**config.mk**
```make
export PLATFORM = sky130hd
export DESIGN_NAME = scl_strap_config_latch
export DESIGN_NICKNAME = d
export VERILOG_FILES = /design/src/scl_sync.v /design/src/scl_strap_config_latch.v
export VERILOG_INCLUDE_DIRS = /design/src
export SDC_FILE = /design/constraint.sdc
export NUM_CORES = 1
export LEC_CHECK = 0
export ABC_CLOCK_PERIOD_IN_PS = 1900
export BUFFER_PORTS_ARGS = -buffer_cell sky130_fd_sc_hd__buf_2
export CORE_ASPECT_RATIO = 2
export CORE_MARGIN = 2
export CORE_UTILIZATION = 40
export DETAILED_ROUTE_END_ITERATION = 12
export PLACE_DENSITY = 0.72
export SYNTH_ARGS = -nofsm -noshare
export SYNTH_HDL_FRONTEND = slang
export SYNTH_SLANG_ARGS = --single-unit
```
**constraint.sdc**
```tcl
create_clock -name i_core_clk -period 1.9 [get_ports i_core_clk]
set_clock_uncertainty 0.2 [all_clocks]
set_input_delay 0.095 -clock i_core_clk [delete_from_list [all_inputs] [get_ports i_core_clk]]
set_output_delay 0.095 -clock i_core_clk [all_outputs]
set_load 0.02 [all_outputs]
```
**src/scl_map.vh**
```
// Strap latch constants: pin indices, codes, defaults and timing counts
`ifndef SCL_MAP_VH
`define SCL_MAP_VH
// ==========================================
// Strap vector bit positions
`define SCL_B_FWD 0
`define SCL_B_IBM 1
`define SCL_B_ROLE 2
`define SCL_B_SPD 3
`define SCL_B_HLO 4
`define SCL_B_HHI 5
`define SCL_B_MLO 6
`define SCL_B_MHI 7
`define SCL_B_PEV 8
`define SCL_B_CHI 9
`define SCL_B_TA 10
`define SCL_B_TB 11
`define SCL_NSTRAP 12
// Reset value of the latch: default strap levels, copper auto-negotiation, test straps low
`define SCL_RST_STRAPS 12'h10F
// ==========================================
// Host interface codes
`define SCL_HIF_MII 2'h0
`define SCL_HIF_RMII 2'h1
`define SCL_HIF_RSVD 2'h2
`define SCL_HIF_RGMII 2'h3
// Management interface codes (output encoding)
`define SCL_MIF_MDIO 2'h0
`define SCL_MIF_I2C 2'h1
`define SCL_MIF_SPI 2'h2
// Copper configuration codes
`define SCL_CU_RSVD 2'h0
`define SCL_CU_ANEG 2'h1
`define SCL_CU_MDIX 2'h2
`define SCL_CU_MDI 2'h3
// ==========================================
// Strap settle window in ns and derived cycles at 50 ns period
`define SCL_SETTLE_NS 200
`define SCL_CLK_NS 50
`define SCL_SETTLE_CYC ((`SCL_SETTLE_NS + `SCL_CLK_NS - 1) / `SCL_CLK_NS)
`endif

```
**src/scl_sync.v**
```verilog
// Two-flop synchroniser for a vector of pin inputs
`timescale 1ns/1ps
module scl_sync #(
  parameter W = 12
) (
  input wire i_core_clk,
  input wire i_rst_n,
  input wire [W-1:0] i_async,
  output reg [W-1:0] o_sync
);
  reg [W-1:0] meta;
  // ==========================================
  // Synchroniser stages; first stage read only by second
  always @(posedge i_core_clk) begin
    if (!i_rst_n) begin
      meta <= {W{1'b0}};
      o_sync <= {W{1'b0}};
    end else begin
      meta <= i_async;
      o_sync <= meta;
    end
  end
endmodule // scl_sync

```
**src/scl_strap_config_latch.v**
```verilog
// Strap sampling latch and startup configuration decoder
`timescale 1ns/1ps
`include "scl_map.vh"
module scl_strap_config_latch #(
  parameter SETTLE_CYC = `SCL_SETTLE_CYC
) (
  input wire i_core_clk,
  input wire i_rst_n,
  input wire i_sys_reset_n,
  input wire i_sw_reset,
  input wire i_power_down,
  input wire i_start_switch,
  input wire i_forward_start_strap,
  input wire i_inband_mgmt_strap,
  input wire i_host_port_role_strap,
  input wire i_host_port_speed_strap,
  input wire i_host_if_sel_hi,
  input wire i_host_if_sel_lo,
  input wire i_mgmt_if_sel_hi,
  input wire i_mgmt_if_sel_lo,
  input wire i_copper_cfg_hi,
  input wire i_power_event_pin,
  input wire i_test_mode_strap_a,
  input wire i_test_mode_strap_b,
  input wire i_led_fwd_n,
  input wire i_led_ibm_n,
  input wire i_led_role_n,
  input wire i_led_spd_n,
  input wire i_power_event_out,
  output reg o_strap_phase,
  output reg o_led_fwd_n,
  output reg o_led_fwd_oe,
  output reg o_led_ibm_n,
  output reg o_led_ibm_oe,
  output reg o_led_role_n,
  output reg o_led_role_oe,
  output reg o_led_spd_n,
  output reg o_led_spd_oe,
  output reg o_power_event_out,
  output reg o_power_event_oe,
  output reg o_forward_enable,
  output reg o_inband_management,
  output reg [1:0] o_host_if_mode,
  output reg o_host_if_reserved,
  output reg o_mii_phy_mode,
  output reg o_ref_clock_out_en,
  output reg o_ref_clock_in_sel,
  output reg o_inband_status,
  output reg o_speed_1000,
  output reg [1:0] o_mgmt_if_mode,
  output reg [1:0] o_copper_cfg,
  output reg o_copper_aneg_eee,
  output reg o_copper_force_100fd,
  output reg o_copper_mdix,
  output reg o_copper_reserved,
  output reg o_factory_test
);
  localparam ST_HOLD = 3'b001;
  localparam ST_SETTLE = 3'b010;
  localparam ST_RUN = 3'b100;
  localparam CW = 8;

  // Management code: any code with upper bit set is SPI
  function [1:0] scl_mgmt_dec;
    input [1:0] code;
    begin
      if (code[1])
        scl_mgmt_dec = `SCL_MIF_SPI;
      else if (code[0])
        scl_mgmt_dec = `SCL_MIF_I2C;
      else
        scl_mgmt_dec = `SCL_MIF_MDIO;
    end
  endfunction

  wire [`SCL_NSTRAP-1:0] pins_raw;
  wire [`SCL_NSTRAP-1:0] pins;
  wire [2:0] ctl;
  reg [2:0] state;
  reg [2:0] next_state;
  reg [CW-1:0] cnt;
  reg [`SCL_NSTRAP-1:0] straps;
  reg run_q;
  reg fwd_started;
  wire in_reset;
  wire sys_rst_n_s;
  wire sw_rst_s;
  wire pdown_s;
  wire start_s;

  assign pins_raw = {i_test_mode_strap_b, i_test_mode_strap_a, i_copper_cfg_hi, i_power_event_pin,
    i_mgmt_if_sel_hi, i_mgmt_if_sel_lo, i_host_if_sel_hi, i_host_if_sel_lo,
    i_host_port_speed_strap, i_host_port_role_strap, i_inband_mgmt_strap, i_forward_start_strap};

  // ==========================================
  // Pin and control synchronisers
  scl_sync #(.W(`SCL_NSTRAP)) u_pin_sync (
    .i_core_clk(i_core_clk),
    .i_rst_n(i_rst_n),
    .i_async(pins_raw),
    .o_sync(pins)
  );

  // Reset pin and controls may come from another domain
  scl_sync #(.W(3)) u_ctl_sync (
    .i_core_clk(i_core_clk),
    .i_rst_n(i_rst_n),
    .i_async({i_power_down, i_sw_reset, ~i_sys_reset_n}),
    .o_sync(ctl)
  );
  assign sys_rst_n_s = ~ctl[0];
  assign sw_rst_s = ctl[1];
  assign pdown_s = ctl[2];
  assign start_s = i_start_switch;
  assign in_reset = !sys_rst_n_s || sw_rst_s || pdown_s;

  // ==========================================
  // Sequencer: hold during reset, settle, then sample once
  always @* begin
    next_state = state;
    case (state)
      ST_HOLD: begin
        if (!in_reset)
          next_state = ST_SETTLE;
      end
      ST_SETTLE: begin
        if (in_reset)
          next_state = ST_HOLD;
        else if (cnt == SETTLE_CYC[CW-1:0])
          next_state = ST_RUN;
      end
      ST_RUN: begin
        if (in_reset)
          next_state = ST_HOLD;
      end
      default: next_state = ST_HOLD;
    endcase
  end

  always @(posedge i_core_clk) begin
    if (!i_rst_n) begin
      state <= ST_HOLD;
      cnt <= {CW{1'b0}};
    end else begin
      state <= next_state;
      if (state == ST_SETTLE)
        cnt <= cnt + 1'b1;
      else
        cnt <= {CW{1'b0}};
    end
  end

  // ==========================================
  // Capture at end of settle; held until the end of the next settle
  always @(posedge i_core_clk) begin
    if (!i_rst_n) begin
      straps <= `SCL_RST_STRAPS;
    end else if (state == ST_SETTLE && next_state == ST_RUN) begin
      straps <= pins;
    end
  end

  // Start bit is sticky once set; cleared by any new reset
  always @(posedge i_core_clk) begin
    if (!i_rst_n) begin
      fwd_started <= 1'b0;
      run_q <= 1'b0;
    end else begin
      run_q <= (state == ST_RUN) && (next_state == ST_RUN);
      if (state != ST_RUN)
        fwd_started <= 1'b0;
      else if (start_s)
        fwd_started <= 1'b1;
    end
  end

  // ==========================================
  // Pin direction: inputs during reset and settle, outputs in run
  always @(posedge i_core_clk) begin
    if (!i_rst_n) begin
      o_strap_phase <= 1'b1;
      o_led_fwd_oe <= 1'b0;
      o_led_ibm_oe <= 1'b0;
      o_led_role_oe <= 1'b0;
      o_led_spd_oe <= 1'b0;
      o_power_event_oe <= 1'b0;
      o_led_fwd_n <= 1'b1;
      o_led_ibm_n <= 1'b1;
      o_led_role_n <= 1'b1;
      o_led_spd_n <= 1'b1;
      o_power_event_out <= 1'b1;
    end else begin
      o_strap_phase <= !run_q;
      o_led_fwd_oe <= run_q;
      o_led_ibm_oe <= run_q;
      o_led_role_oe <= run_q;
      o_led_spd_oe <= run_q;
      o_power_event_oe <= run_q;
      o_led_fwd_n <= i_led_fwd_n;
      o_led_ibm_n <= i_led_ibm_n;
      o_led_role_n <= i_led_role_n;
      o_led_spd_n <= i_led_spd_n;
      o_power_event_out <= i_power_event_out;
    end
  end

  // ==========================================
  // Configuration decode from the latched straps
  always @(posedge i_core_clk) begin
    if (!i_rst_n) begin
      o_forward_enable <= 1'b0;
      o_inband_management <= 1'b0;
      o_host_if_mode <= `SCL_HIF_MII;
      o_host_if_reserved <= 1'b0;
      o_mii_phy_mode <= 1'b0;
      o_ref_clock_out_en <= 1'b0;
      o_ref_clock_in_sel <= 1'b0;
      o_inband_status <= 1'b0;
      o_speed_1000 <= 1'b0;
      o_mgmt_if_mode <= `SCL_MIF_MDIO;
      o_copper_cfg <= `SCL_CU_ANEG;
      o_copper_aneg_eee <= 1'b1; // Matches the auto-negotiation code shown on o_copper_cfg
      o_copper_force_100fd <= 1'b0;
      o_copper_mdix <= 1'b0;
      o_copper_reserved <= 1'b0;
      o_factory_test <= 1'b0;
    end else begin
      // No forwarding while in reset; strap low waits for start bit
      o_forward_enable <= (state == ST_RUN) && (straps[`SCL_B_FWD] || fwd_started);
      o_inband_management <= !straps[`SCL_B_IBM];
      o_host_if_mode <= {straps[`SCL_B_HHI], straps[`SCL_B_HLO]};
      o_host_if_reserved <= ({straps[`SCL_B_HHI], straps[`SCL_B_HLO]} == `SCL_HIF_RSVD);
      o_mii_phy_mode <= ({straps[`SCL_B_HHI], straps[`SCL_B_HLO]} == `SCL_HIF_MII) && !straps[`SCL_B_ROLE];
      o_ref_clock_out_en <= ({straps[`SCL_B_HHI], straps[`SCL_B_HLO]} == `SCL_HIF_RMII)
        && !straps[`SCL_B_ROLE];
      o_ref_clock_in_sel <= ({straps[`SCL_B_HHI], straps[`SCL_B_HLO]} == `SCL_HIF_RMII)
        && straps[`SCL_B_ROLE];
      o_inband_status <= ({straps[`SCL_B_HHI], straps[`SCL_B_HLO]} == `SCL_HIF_RGMII)
        && straps[`SCL_B_ROLE];
      o_speed_1000 <= !straps[`SCL_B_SPD];
      o_mgmt_if_mode <= scl_mgmt_dec({straps[`SCL_B_MHI], straps[`SCL_B_MLO]});
      o_copper_cfg <= {straps[`SCL_B_CHI], straps[`SCL_B_PEV]};
      o_copper_aneg_eee <= ({straps[`SCL_B_CHI], straps[`SCL_B_PEV]} == `SCL_CU_ANEG);
      o_copper_reserved <= ({straps[`SCL_B_CHI], straps[`SCL_B_PEV]} == `SCL_CU_RSVD);
      o_copper_force_100fd <= straps[`SCL_B_CHI];
      o_copper_mdix <= ({straps[`SCL_B_CHI], straps[`SCL_B_PEV]} == `SCL_CU_MDIX);
      o_factory_test <= straps[`SCL_B_TA] || straps[`SCL_B_TB];
    end
  end
endmodule // scl_strap_config_latch

```
Word level (Yosys, flattened, before mapping)
Index checks and enable logic that the tools add are counted.
{ "op_classes": {"n_lt_le_gt_ge": 0, "muxes": 7, "bitwise": 2, "add_sub_neg": 1, "multipliers": 0, "eq_ne": 11, "div": 0, "shifts": 0, "reduce_logical": 20} }
{ "ops": {"columns": ["op", "count"], "rows": [
  ["$mux 3", 4],
  ["$pmux 3 s3", 1],
  ["$add 8x1->8 const B", 1],
  ["$eq 8x3->1 const B", 1],
  ["$logic_and 1x1->1", 7],
  ["$eq 2x2->1 const B", 3],
  ["$eq 3x3->1 const B", 2],
  ["$eq 2x1->1 const B", 2],
  ["$logic_not 1->1", 4],
  ["$logic_not 2->1", 2],
  ["$logic_or 1x1->1", 4],
  ["$reduce_or 2->1", 2],
  ["$eq 3x1->1 const B", 1],
  ["$eq 3x2->1 const B", 1],
  ["$ne 3x3->1 const B", 1],
  ["$mux 2", 1],
  ["$not 1->1", 2],
  ["$reduce_and 2->1", 1],
  ["$mux 1", 1]
]} }
{ "word_totals": {"mem_bits_rw": 0, "romBits": 0, "word_cells": 74, "inputBits": 23, "output_inout_bits": 30, "regBits": 81, "latchBits": 0, "n_memories": 0} }

Depth between registers and ports, before layout
Gate-level depths: netlist of run 1.
{ "logic_depth": {"word_depth": 6, "mapped_depth": 6, "ltp_nobuf": 6} }

Hierarchy
From an unflattened synthesis of run 1, not the netlist that was laid out.
{ "unflattened": {"cells_unflattened": 233, "hier_area_um2": 2591.2} }
{ "modules_own_cells": {"columns": ["module", "area_each_um2", "cells_each", "seq_area_each_um2", "instances"], "rows": [
  ["scl_strap_config_latch", 1757.9, 171, 1001.0, 1],
  ["scl_sync at u_pin_sync", 675.6, 50, 480.5, 1],
  ["scl_sync at u_ctl_sync", 157.7, 12, 120.1, 1]
]} }

Least setup slack after synthesis of run 1
No wires, ideal clock.
{ "synth_path": {"path_kind": "register to register", "start": "register state[0]", "end": "register straps[8]", "stages_incl_launch_ff": 6, "n_path_buf": 1, "period_less_slack_ps": 1790, "setup_slack_ps": 110, "t_required_ps": 1583, "arrival_time_ps": 1473, "setup_ps": 117, "path_cell_list": "dfxtp_1 > nand2b_4 > or3b_1 > buf_6 > or3_4 > a22o_1"} }
{ "synth_via": {"elab_chain_cells": 5, "elab_cells_between_ends": 10, "cone_classes": "eq/ne (4); mux (5); reduce/logical (1)"} }
{ "synth_rtl": {"columns": ["item", "line", "rtl"], "rows": [
  ["from (decl)", "scl_strap_config_latch.v:79", "reg [2:0] state;"],
  ["from (signal assigned)", "scl_strap_config_latch.v:145", "state <= next_state;"],
  ["$mux 3", "scl_strap_config_latch.v:129", "else if (cnt == SETTLE_CYC[CW-1:0])"],
  ["$mux 3", "scl_strap_config_latch.v:127", "if (in_reset)"],
  ["$pmux 3 s3", "scl_strap_config_latch.v:121", "case (state)"],
  ["$eq 3x3->1", "scl_strap_config_latch.v:158", "end else if (state == ST_SETTLE && next_state == ST_RUN) begin"],
  ["$logic_and 1x1->1 *", "scl_strap_config_latch.v:158", null],
  ["to (signal assigned)", "scl_strap_config_latch.v:157", "straps <= `SCL_RST_STRAPS;"],
  ["to (signal assigned)", "scl_strap_config_latch.v:159", "straps <= pins;"],
  ["to (decl)", "scl_strap_config_latch.v:82", "reg [`SCL_NSTRAP-1:0] straps;"]
]} }
Every way passes the cells marked *; elsewhere a longest branch is shown, timed or not.
A chain may end at the register's enable or synchronous reset.

==> results of run 1 <==
==> worst max-delay path by stage <==
stage               cells after the start         to  slack, ns     start
floorplan                               5  straps[8]       0.11  state[0]
global placement                        6  straps[1]       0.15  state[0]
detailed placement                      6  straps[7]       0.10  state[0]
CTS                                     8  straps[7]       0.06   i_rst_n
global route                            5  straps[7]      0.008  state[1]
finish                                  8  straps[3]       0.12   i_rst_n
==> power breakdown <==
part / internal, mW / switching [mW]
Sequential: 1.72 / 0.0151
Clock: 1.06 / 0.643
Combinational: 0.0849 / 0.0570
Total: 2.86 / 0.715
==> metal layers <==
metal / vias to the layer above / routed length [µm] / GRT usage (%) / share of wire, %
met5: - / 0 / 0 / 0
met4: 0 / 146 / 9.93 / 3.6
met3: 10 / 184 / 4.80 / 4.5
met2: 49 / 2170 / 23.3 / 53
met1: 738 / 1600 / 11.7 / 39
li1: 867 / - / - / -
==> cell families after synthesis <==
family                   Yosys count
AO/OA/AOI/OAI                     14
XOR/XNOR                           6
adder cells (fa/ha/maj)            2
buffers and inverters             20
flip-flops                        80
multiplexers                       5
AND/OR/NAND/NOR                   95
==> per-stage QoR <==
step | area (µm²) | std cells
floorplan | 2500 | 222
global placement | 2790 | 329
detailed placement | 2790 | 329
CTS | 3330 | 368
global route | 3350 | 368
finish | 3350 | 368
==> worst register-to-register path, cell delays in order, from the launching register on <==
cell,delay [ns]
sky130_fd_sc_hd__dfxtp_1,0.37
sky130_fd_sc_hd__nor4_4,0.31
sky130_fd_sc_hd__nand2_1,0.16
sky130_fd_sc_hd__or3_4,0.44
sky130_fd_sc_hd__a22o_1,0.18
==> what timing repair did <==
action	CTS	global route
hold buffers	23	0
resized for setup	0	3
hold endpoints to repair	24	0
setup endpoints to repair	0	5
==> cell usage in the layout (no fill, tap or decap), types with 4 or more instances in the layout <==
cell / instances
sky130_fd_sc_hd__nand2b_1: 6
sky130_fd_sc_hd__nor2b_1: 9
sky130_fd_sc_hd__buf_2: 52
sky130_fd_sc_hd__clkbuf_16: 9
sky130_fd_sc_hd__dlygate4sd3_1: 23
sky130_fd_sc_hd__inv_1: 8
sky130_fd_sc_hd__nand2_1: 8
sky130_fd_sc_hd__and2_1: 34
sky130_fd_sc_hd__buf_4: 4
sky130_fd_sc_hd__mux2i_1: 5
sky130_fd_sc_hd__nor2_1: 16
sky130_fd_sc_hd__dfxtp_1: 80
==> cell type report <==
cell class / count / area, µm² / area share [%]
clock buffer: 10 / 239 / 7.14
clock inverter: 6 / 65.1 / 1.94
inverter: 8 / 30.0 / 0.897
multi-input combinational: 122 / 812 / 24.3
sequential: 80 / 1600 / 47.9
tap: 63 / 78.8 / 2.36
timing repair buffer: 79 / 520 / 15.6
==> registers in the layout, summed over array words and instances (netlist names), 2 cells and up <==
register / flops
straps: 12
u_pin_sync.meta: 12
u_pin_sync.o_sync: 12
cnt: 8
state: 3
u_ctl_sync.meta: 3
u_ctl_sync.o_sync: 3
o_copper_cfg: 2
o_host_if_mode: 2
o_mgmt_if_mode: 2
==> out/qor.log, run 1 <==
qor: outcome.outcome complete, no violations
qor: logic_synthesis.synthTopCellsByCount 80 x sky130_fd_sc_hd__dfxtp_1, 34 x sky130_fd_sc_hd__and2_1, 16 x sky130_fd_sc_hd__nor2_1
qor: setup_path.worst_endpoint_required_time 1.92 ns
qor: floorplanning.row_count 40
qor: logic_synthesis.number_of_synthesized_flops_with_an_enable_pin 0
qor: cts.cts_buffers 9
qor: placement.dpl.hpwl 2.67 mm
qor: detailed_routing.first_pass_iters 4
qor: setup_path.crit_family buffers and inverters
qor: power.irDropWorstVdd 0.640 mV
qor: detailed_routing.route.final.wire_length 4.10 mm
qor: logic_synthesis.post_synthesis_instance_area 2500 µm²
qor: global_route.grt_pass1_wl 6.71 mm
qor: hold_path.hold_path.class reg2reg
qor: global_route.first_global_vias 1,632
qor: timing.finalHoldViolations 0
qor: logic_synthesis.ys.flop_type sky130_fd_sc_hd__dfxtp_1
qor: detailed_routing.antenna_violating_nets_post_route 0
qor: flow_run.drv.max_cap_violation_count 0
qor: logic_synthesis.synth_warnings 0
qor: detailed_routing.via_count 1,664
qor: timing.grt_setup_unrepaired false
qor: final_layout.final_core_utilization 55.7%
qor: detailed_routing.post_drt_via_cell_ratio 4.52
qor: logic_synthesis.synth-compound-area-share 4.10%
qor: hold_path.min_delay_worst_endpoint o_inband_management
qor: setup_path.cpPeakStageDelay 0.52 ns
qor: timing.timing.fmax 561 MHz
qor: setup_path.cp_num_buf_inv 4
qor: detailed_routing.detailedRoute.firstIterationViolations 25
qor: logic_synthesis.yosys.area_share.xor_xnor 2.10%
qor: placement.pre_cts_ws 0.103 ns
qor: logic_synthesis.synth.yosys.seq_area_share 64.0%
qor: cts.source_to_sink_clock_delay_at_the_later_pin_of_the_worst_skew_pair 0.33 ns
qor: setup_path.critical-path-slowest-cell sky130_fd_sc_hd__dlygate4sd3_1
qor: setup_path.start_kind input pin
qor: logic_synthesis.post-synth-top-area-fraction 64.0%
qor: logic_synthesis.cells_after_synth 222
qor: setup_path.worstPathArrival 1.80 ns
qor: timing.max-slew-margin-rel 67.5%
qor: floorplanning.die-area 6950 µm²
qor: cts.cts_setup_buffers 0
qor: setup_path.crit_top_cell sky130_fd_sc_hd__buf_4
qor: timing.fin_ws 0.117 ns
qor: cts.path_clk_slew 0.06 ns
qor: setup_path.critPathMaxFanout 9
qor: logic_synthesis.synth.largest_area_cell sky130_fd_sc_hd__dfxtp_1
qor: detailed_routing.drc 0
qor: final_layout.fillerInstances 512
qor: logic_synthesis.ys_ff_latch 80
qor: setup_path.worst_r2r_path_depth 4
qor: floorplanning.floorplan.die.height 116 µm
qor: hold_path.worst_hold_startpoint straps[1]
qor: placement.port_buffers 52
qor: final_layout.nNetsFinal 325
qor: hold_path.hold_depth 1
qor: setup_path.path_class in2reg
qor: logic_synthesis.synth_async_sr_flop_share 0%
qor: detailed_routing.avgRoutedWirePerCell 11.1 µm
qor: global_route.maximum_number_of_pins_on_one_net_before_global_route_repair 55
qor: timing.period_minus_slack 1.78 ns
qor: setup_path.rrSetupSlack 0.13 ns
qor: floorplanning.core 6010 µm²
qor: timing.post-route-period-util 93.9%
qor: cts.clk_root_buffer_cell sky130_fd_sc_hd__clkbuf_16
qor: logic_synthesis.syn_nets 247
qor: timing.tightest_slew 0.480 ns
qor: logic_synthesis.synthesis.area_per_instance 11.3 µm²
qor: floorplanning.die_width 59.9 µm
qor: timing.setup_tns 0 ns
qor: logic_synthesis.synthSimpleGateAreaFrac 22.5%
qor: timing.finalSetupViolations 0
qor: global_route.track_usage 13.3%
qor: power.leakage 1.50 nW
qor: final_layout.drive_above_1_share 25.2%
qor: logic_synthesis.most_instantiated_library_cell_after_synthesis sky130_fd_sc_hd__dfxtp_1
qor: floorplanning.num_ports 53
qor: logic_synthesis.synth-adder-area-share 1.00%
qor: placement.placer_congestion_estimate 0.748
qor: final_layout.syn_to_final_growth 33.7%
qor: power.powerDensity 1070 nW/µm²
qor: logic_synthesis.synth.distinct_cells 35
qor: cts.clock_tree_sinks 80
qor: global_route.globalRoute.totalOverflow 0
qor: final_layout.final_antenna_diode_count 0
qor: logic_synthesis.top_area_cells_in_the_synthesized_netlist sky130_fd_sc_hd__dfxtp_1 64%, sky130_fd_sc_hd__and2_1 8.5%, sky130_fd_sc_hd__nor2_1 2.4%
qor: global_route.number_of_antenna_violations_at_the_first_check_in_global_routing 0
qor: timing.finalHoldWorstSlack 0.199 ns
qor: setup_path.critical_r2r_launch cnt[4]
qor: cts.tritoncts_clock_tree done
qor: logic_synthesis.synth_mux_area_share 2.00%
qor: setup_path.reg2reg_to straps[8]
qor: logic_synthesis.dominant_combinational_cell_family_by_area_after_synthesis simple AND/OR/NAND/NOR gates
qor: cts.clock_tree.htree_level_count 3
qor: setup_path.critPathCaptureType flip-flop
qor: setup_path.cp_cell_sequence dlygate4sd3_1 -> buf_2 -> nand2b_4 -> or3b_1 -> buf_4 -> nor3_2 -> buf_4 -> o2bb2ai_1
qor: cts.cts-root-to-sink-buffers 2
qor: floorplanning.floorplan.initialDensity 41.7%
qor: power.total_power 3.57 mW
qor: timing.finalMaxSlewViolations 0
(Power assumes the default switching activity.)
==> inputs of run 2 (changes only) <==
CORE_ASPECT_RATIO = 1.4   (was 2)
==> out/qor.log, run 2 (synthesized netlist as in run 1, its figures left out) <==
qor: final_layout.largestRegisters straps: 12 flops, u_pin_sync.meta: 12 flops, u_pin_sync.o_sync: 12 flops
qor: global_route.first_global_vias 1,546
qor: global_route.grt_pass1_wl 6.51 mm
qor: global_route.globalRoute.totalOverflow 0
qor: power.irDropWorstVdd 0.561 mV
qor: final_layout.multi_input_area 802 µm²
qor: global_route.track_usage 12.1%
qor: final_layout.syn_to_final_growth 29.2%
qor: setup_path.critPathCaptureType flip-flop
qor: floorplanning.floorplan.initialDensity 40.9%
qor: final_layout.fillerInstances 553
qor: setup_path.cp_cell_sequence nor4_4 -> nand2_1 -> or3_4 -> a22o_1
qor: timing.finalSetupViolations 0
qor: detailed_routing.drc 0
qor: timing.timing.fmax 569 MHz
qor: outcome.outcome complete, no violations
qor: cts.cts-root-to-sink-buffers 2
qor: floorplanning.floorplan.die.height 97.6 µm
qor: flow_run.drv.max_cap_violation_count 0
qor: cts.clk_root_buffer_cell sky130_fd_sc_hd__clkbuf_8
qor: setup_path.cpPeakStageDelay 0.43 ns
qor: final_layout.commonest_non_fill_non_tap_cells_in_the_layout 80 x sky130_fd_sc_hd__dfxtp_1, 52 x sky130_fd_sc_hd__buf_2, 34 x sky130_fd_sc_hd__and2_1
qor: cts.path_clk_slew 0.08 ns
qor: timing.finalMaxSlewViolations 0
qor: timing.grt_setup_unrepaired false
qor: global_route.met1_usage 13.6%
qor: detailed_routing.detailedRoute.firstIterationViolations 54
qor: floorplanning.die_width 70.9 µm
qor: global_route.maximum_number_of_pins_on_one_net_before_global_route_repair 55
qor: final_layout.post-route-cell-area 3230 µm²
qor: final_layout.final_antenna_diode_count 0
qor: final_layout.area.sequential 1600 µm²
qor: global_route.number_of_antenna_violations_at_the_first_check_in_global_routing 0
qor: floorplanning.num_ports 53
qor: cts.clock_tree_sinks 80
qor: setup_path.critPathMaxFanout 5
qor: final_layout.drive_above_1_share 24.5%
qor: final_layout.mostFrequentLayoutCell sky130_fd_sc_hd__dfxtp_1
qor: global_route.groute.layer.met3.usage 2.28%
qor: setup_path.worst_endpoint_required_time 1.94 ns
qor: timing.post-route-period-util 92.5%
qor: detailed_routing.first_pass_iters 4
qor: detailed_routing.post_drt_via_cell_ratio 4.37
qor: cts.source_to_sink_clock_delay_at_the_later_pin_of_the_worst_skew_pair 0.34 ns
qor: cts.clock_tree.htree_level_count 3
qor: timing.max-slew-margin-rel 71.3%
qor: floorplanning.die-area 6920 µm²
qor: final_layout.nNetsFinal 326
qor: setup_path.path_class reg2reg
qor: cts.tritoncts_clock_tree done
qor: setup_path.worst_r2r_path_depth 4
qor: detailed_routing.route.final.wire_length 3.84 mm
qor: detailed_routing.via_count 1,653
qor: timing.finalHoldViolations 0
qor: power.leakage 1.45 nW
qor: setup_path.worstPathArrival 1.80 ns
qor: placement.dpl_cell_area 2810 µm²
qor: cts.cts_buffers 9
qor: global_route.grt.met2_usage 19.6%
qor: placement.dpl.hpwl 2.51 mm
qor: hold_path.hold_depth 1
qor: timing.tightest_slew 0.424 ns
qor: setup_path.start_kind flip-flop
qor: timing.period_minus_slack 1.76 ns
qor: hold_path.hold_path.class reg2reg
qor: detailed_routing.antenna_violating_nets_post_route 0
qor: global_route.globalRoute.busiestLayer met2
qor: timing.setup_tns 0 ns
qor: setup_path.critical-path-slowest-cell sky130_fd_sc_hd__or3_4
qor: placement.placer_congestion_estimate 0.903
qor: placement.port_buffers 52
qor: power.powerDensity 923 nW/µm²
qor: floorplanning.row_count 34
qor: floorplanning.core 6130 µm²
qor: detailed_routing.avgRoutedWirePerCell 10.2 µm
-- run 2: changes by cell type in the layout (fill, tap and decap cells not counted), sizes merged --
cell	before	now
clkinvlp	1	0
clkinv	2	3
buf	56	57
clkbuf	10	12
bufinv	1	0
inv	10	9
-- run 2: stage by stage --
step	utilization [%]	instances	setup slack [ns]	hold slack (ns)	total power, mW
after global placement	45.9	339	0.145	0.0538	1.87
after global routing	52.8	378	0.0201	0.217	3.13
after CTS	52.7	378	0.0955	0.202	3.02
final	52.8	378	0.142	0.200	2.98
after floorplan	-	222	0.110	-0.0334	1.84
after detailed placement	45.9	339	0.0979	0.0535	1.88
-- run 2: report_power, final --
group,internal [mW],leakage (nW),switching [mW]
registers,1.72,0.653,0.0147
clock network,0.549,0.0967,0.564
logic,0.0864,0.705,0.0543
-- run 2: final timing paths --
check / slack (ns) / start / to
worst max-delay path: 0.14 / cnt[4] / straps[8]
worst min-delay path: 0.20 / straps[3] / o_speed_1000
worst max register to register: 0.14 / cnt[4] / straps[8]
worst min register to register: 0.20 / straps[3] / o_speed_1000
-- run 2: metal layers --
| layer | routed length, µm | vias to the layer above |
|---|---|---|
| met5 | 0 | - |
| met4 | 140 | 0 |
| li1 | - | 872 |
| met1 | 1680 | 724 |
| met2 | 1860 | 44 |
| met3 | 160 | 13 |
-- run 2: cell type report --
| type | count | area share, % |
|---|---|---|
| clock buffers | 12 | 4.80 |
| flip-flops and latches | 80 | 49.5 |
| repair buffers | 80 | 16.3 |
| well taps | 72 | 2.79 |
| inverters | 8 | 0.928 |
| clock inverters | 4 | 0.851 |
| multi-input cells | 122 | 24.8 |
-- run 2: timing repair --
| action | CTS | global route |
|---|---|---|
| hold buffers | 23 | 0 |
| resized for setup | 0 | 1 |
| hold endpoints to repair | 24 | 0 |
| setup endpoints to repair | 0 | 1 |
| buffers inserted | 0 | 0 |
-- run 2: critical path, delay by kind of cell (launching register included) --
kind	cells	cell delay [ns]
AOI/OAI and AO/OA	1	0.18
DFF	1	0.38
and+or+nand+nor	3	0.91
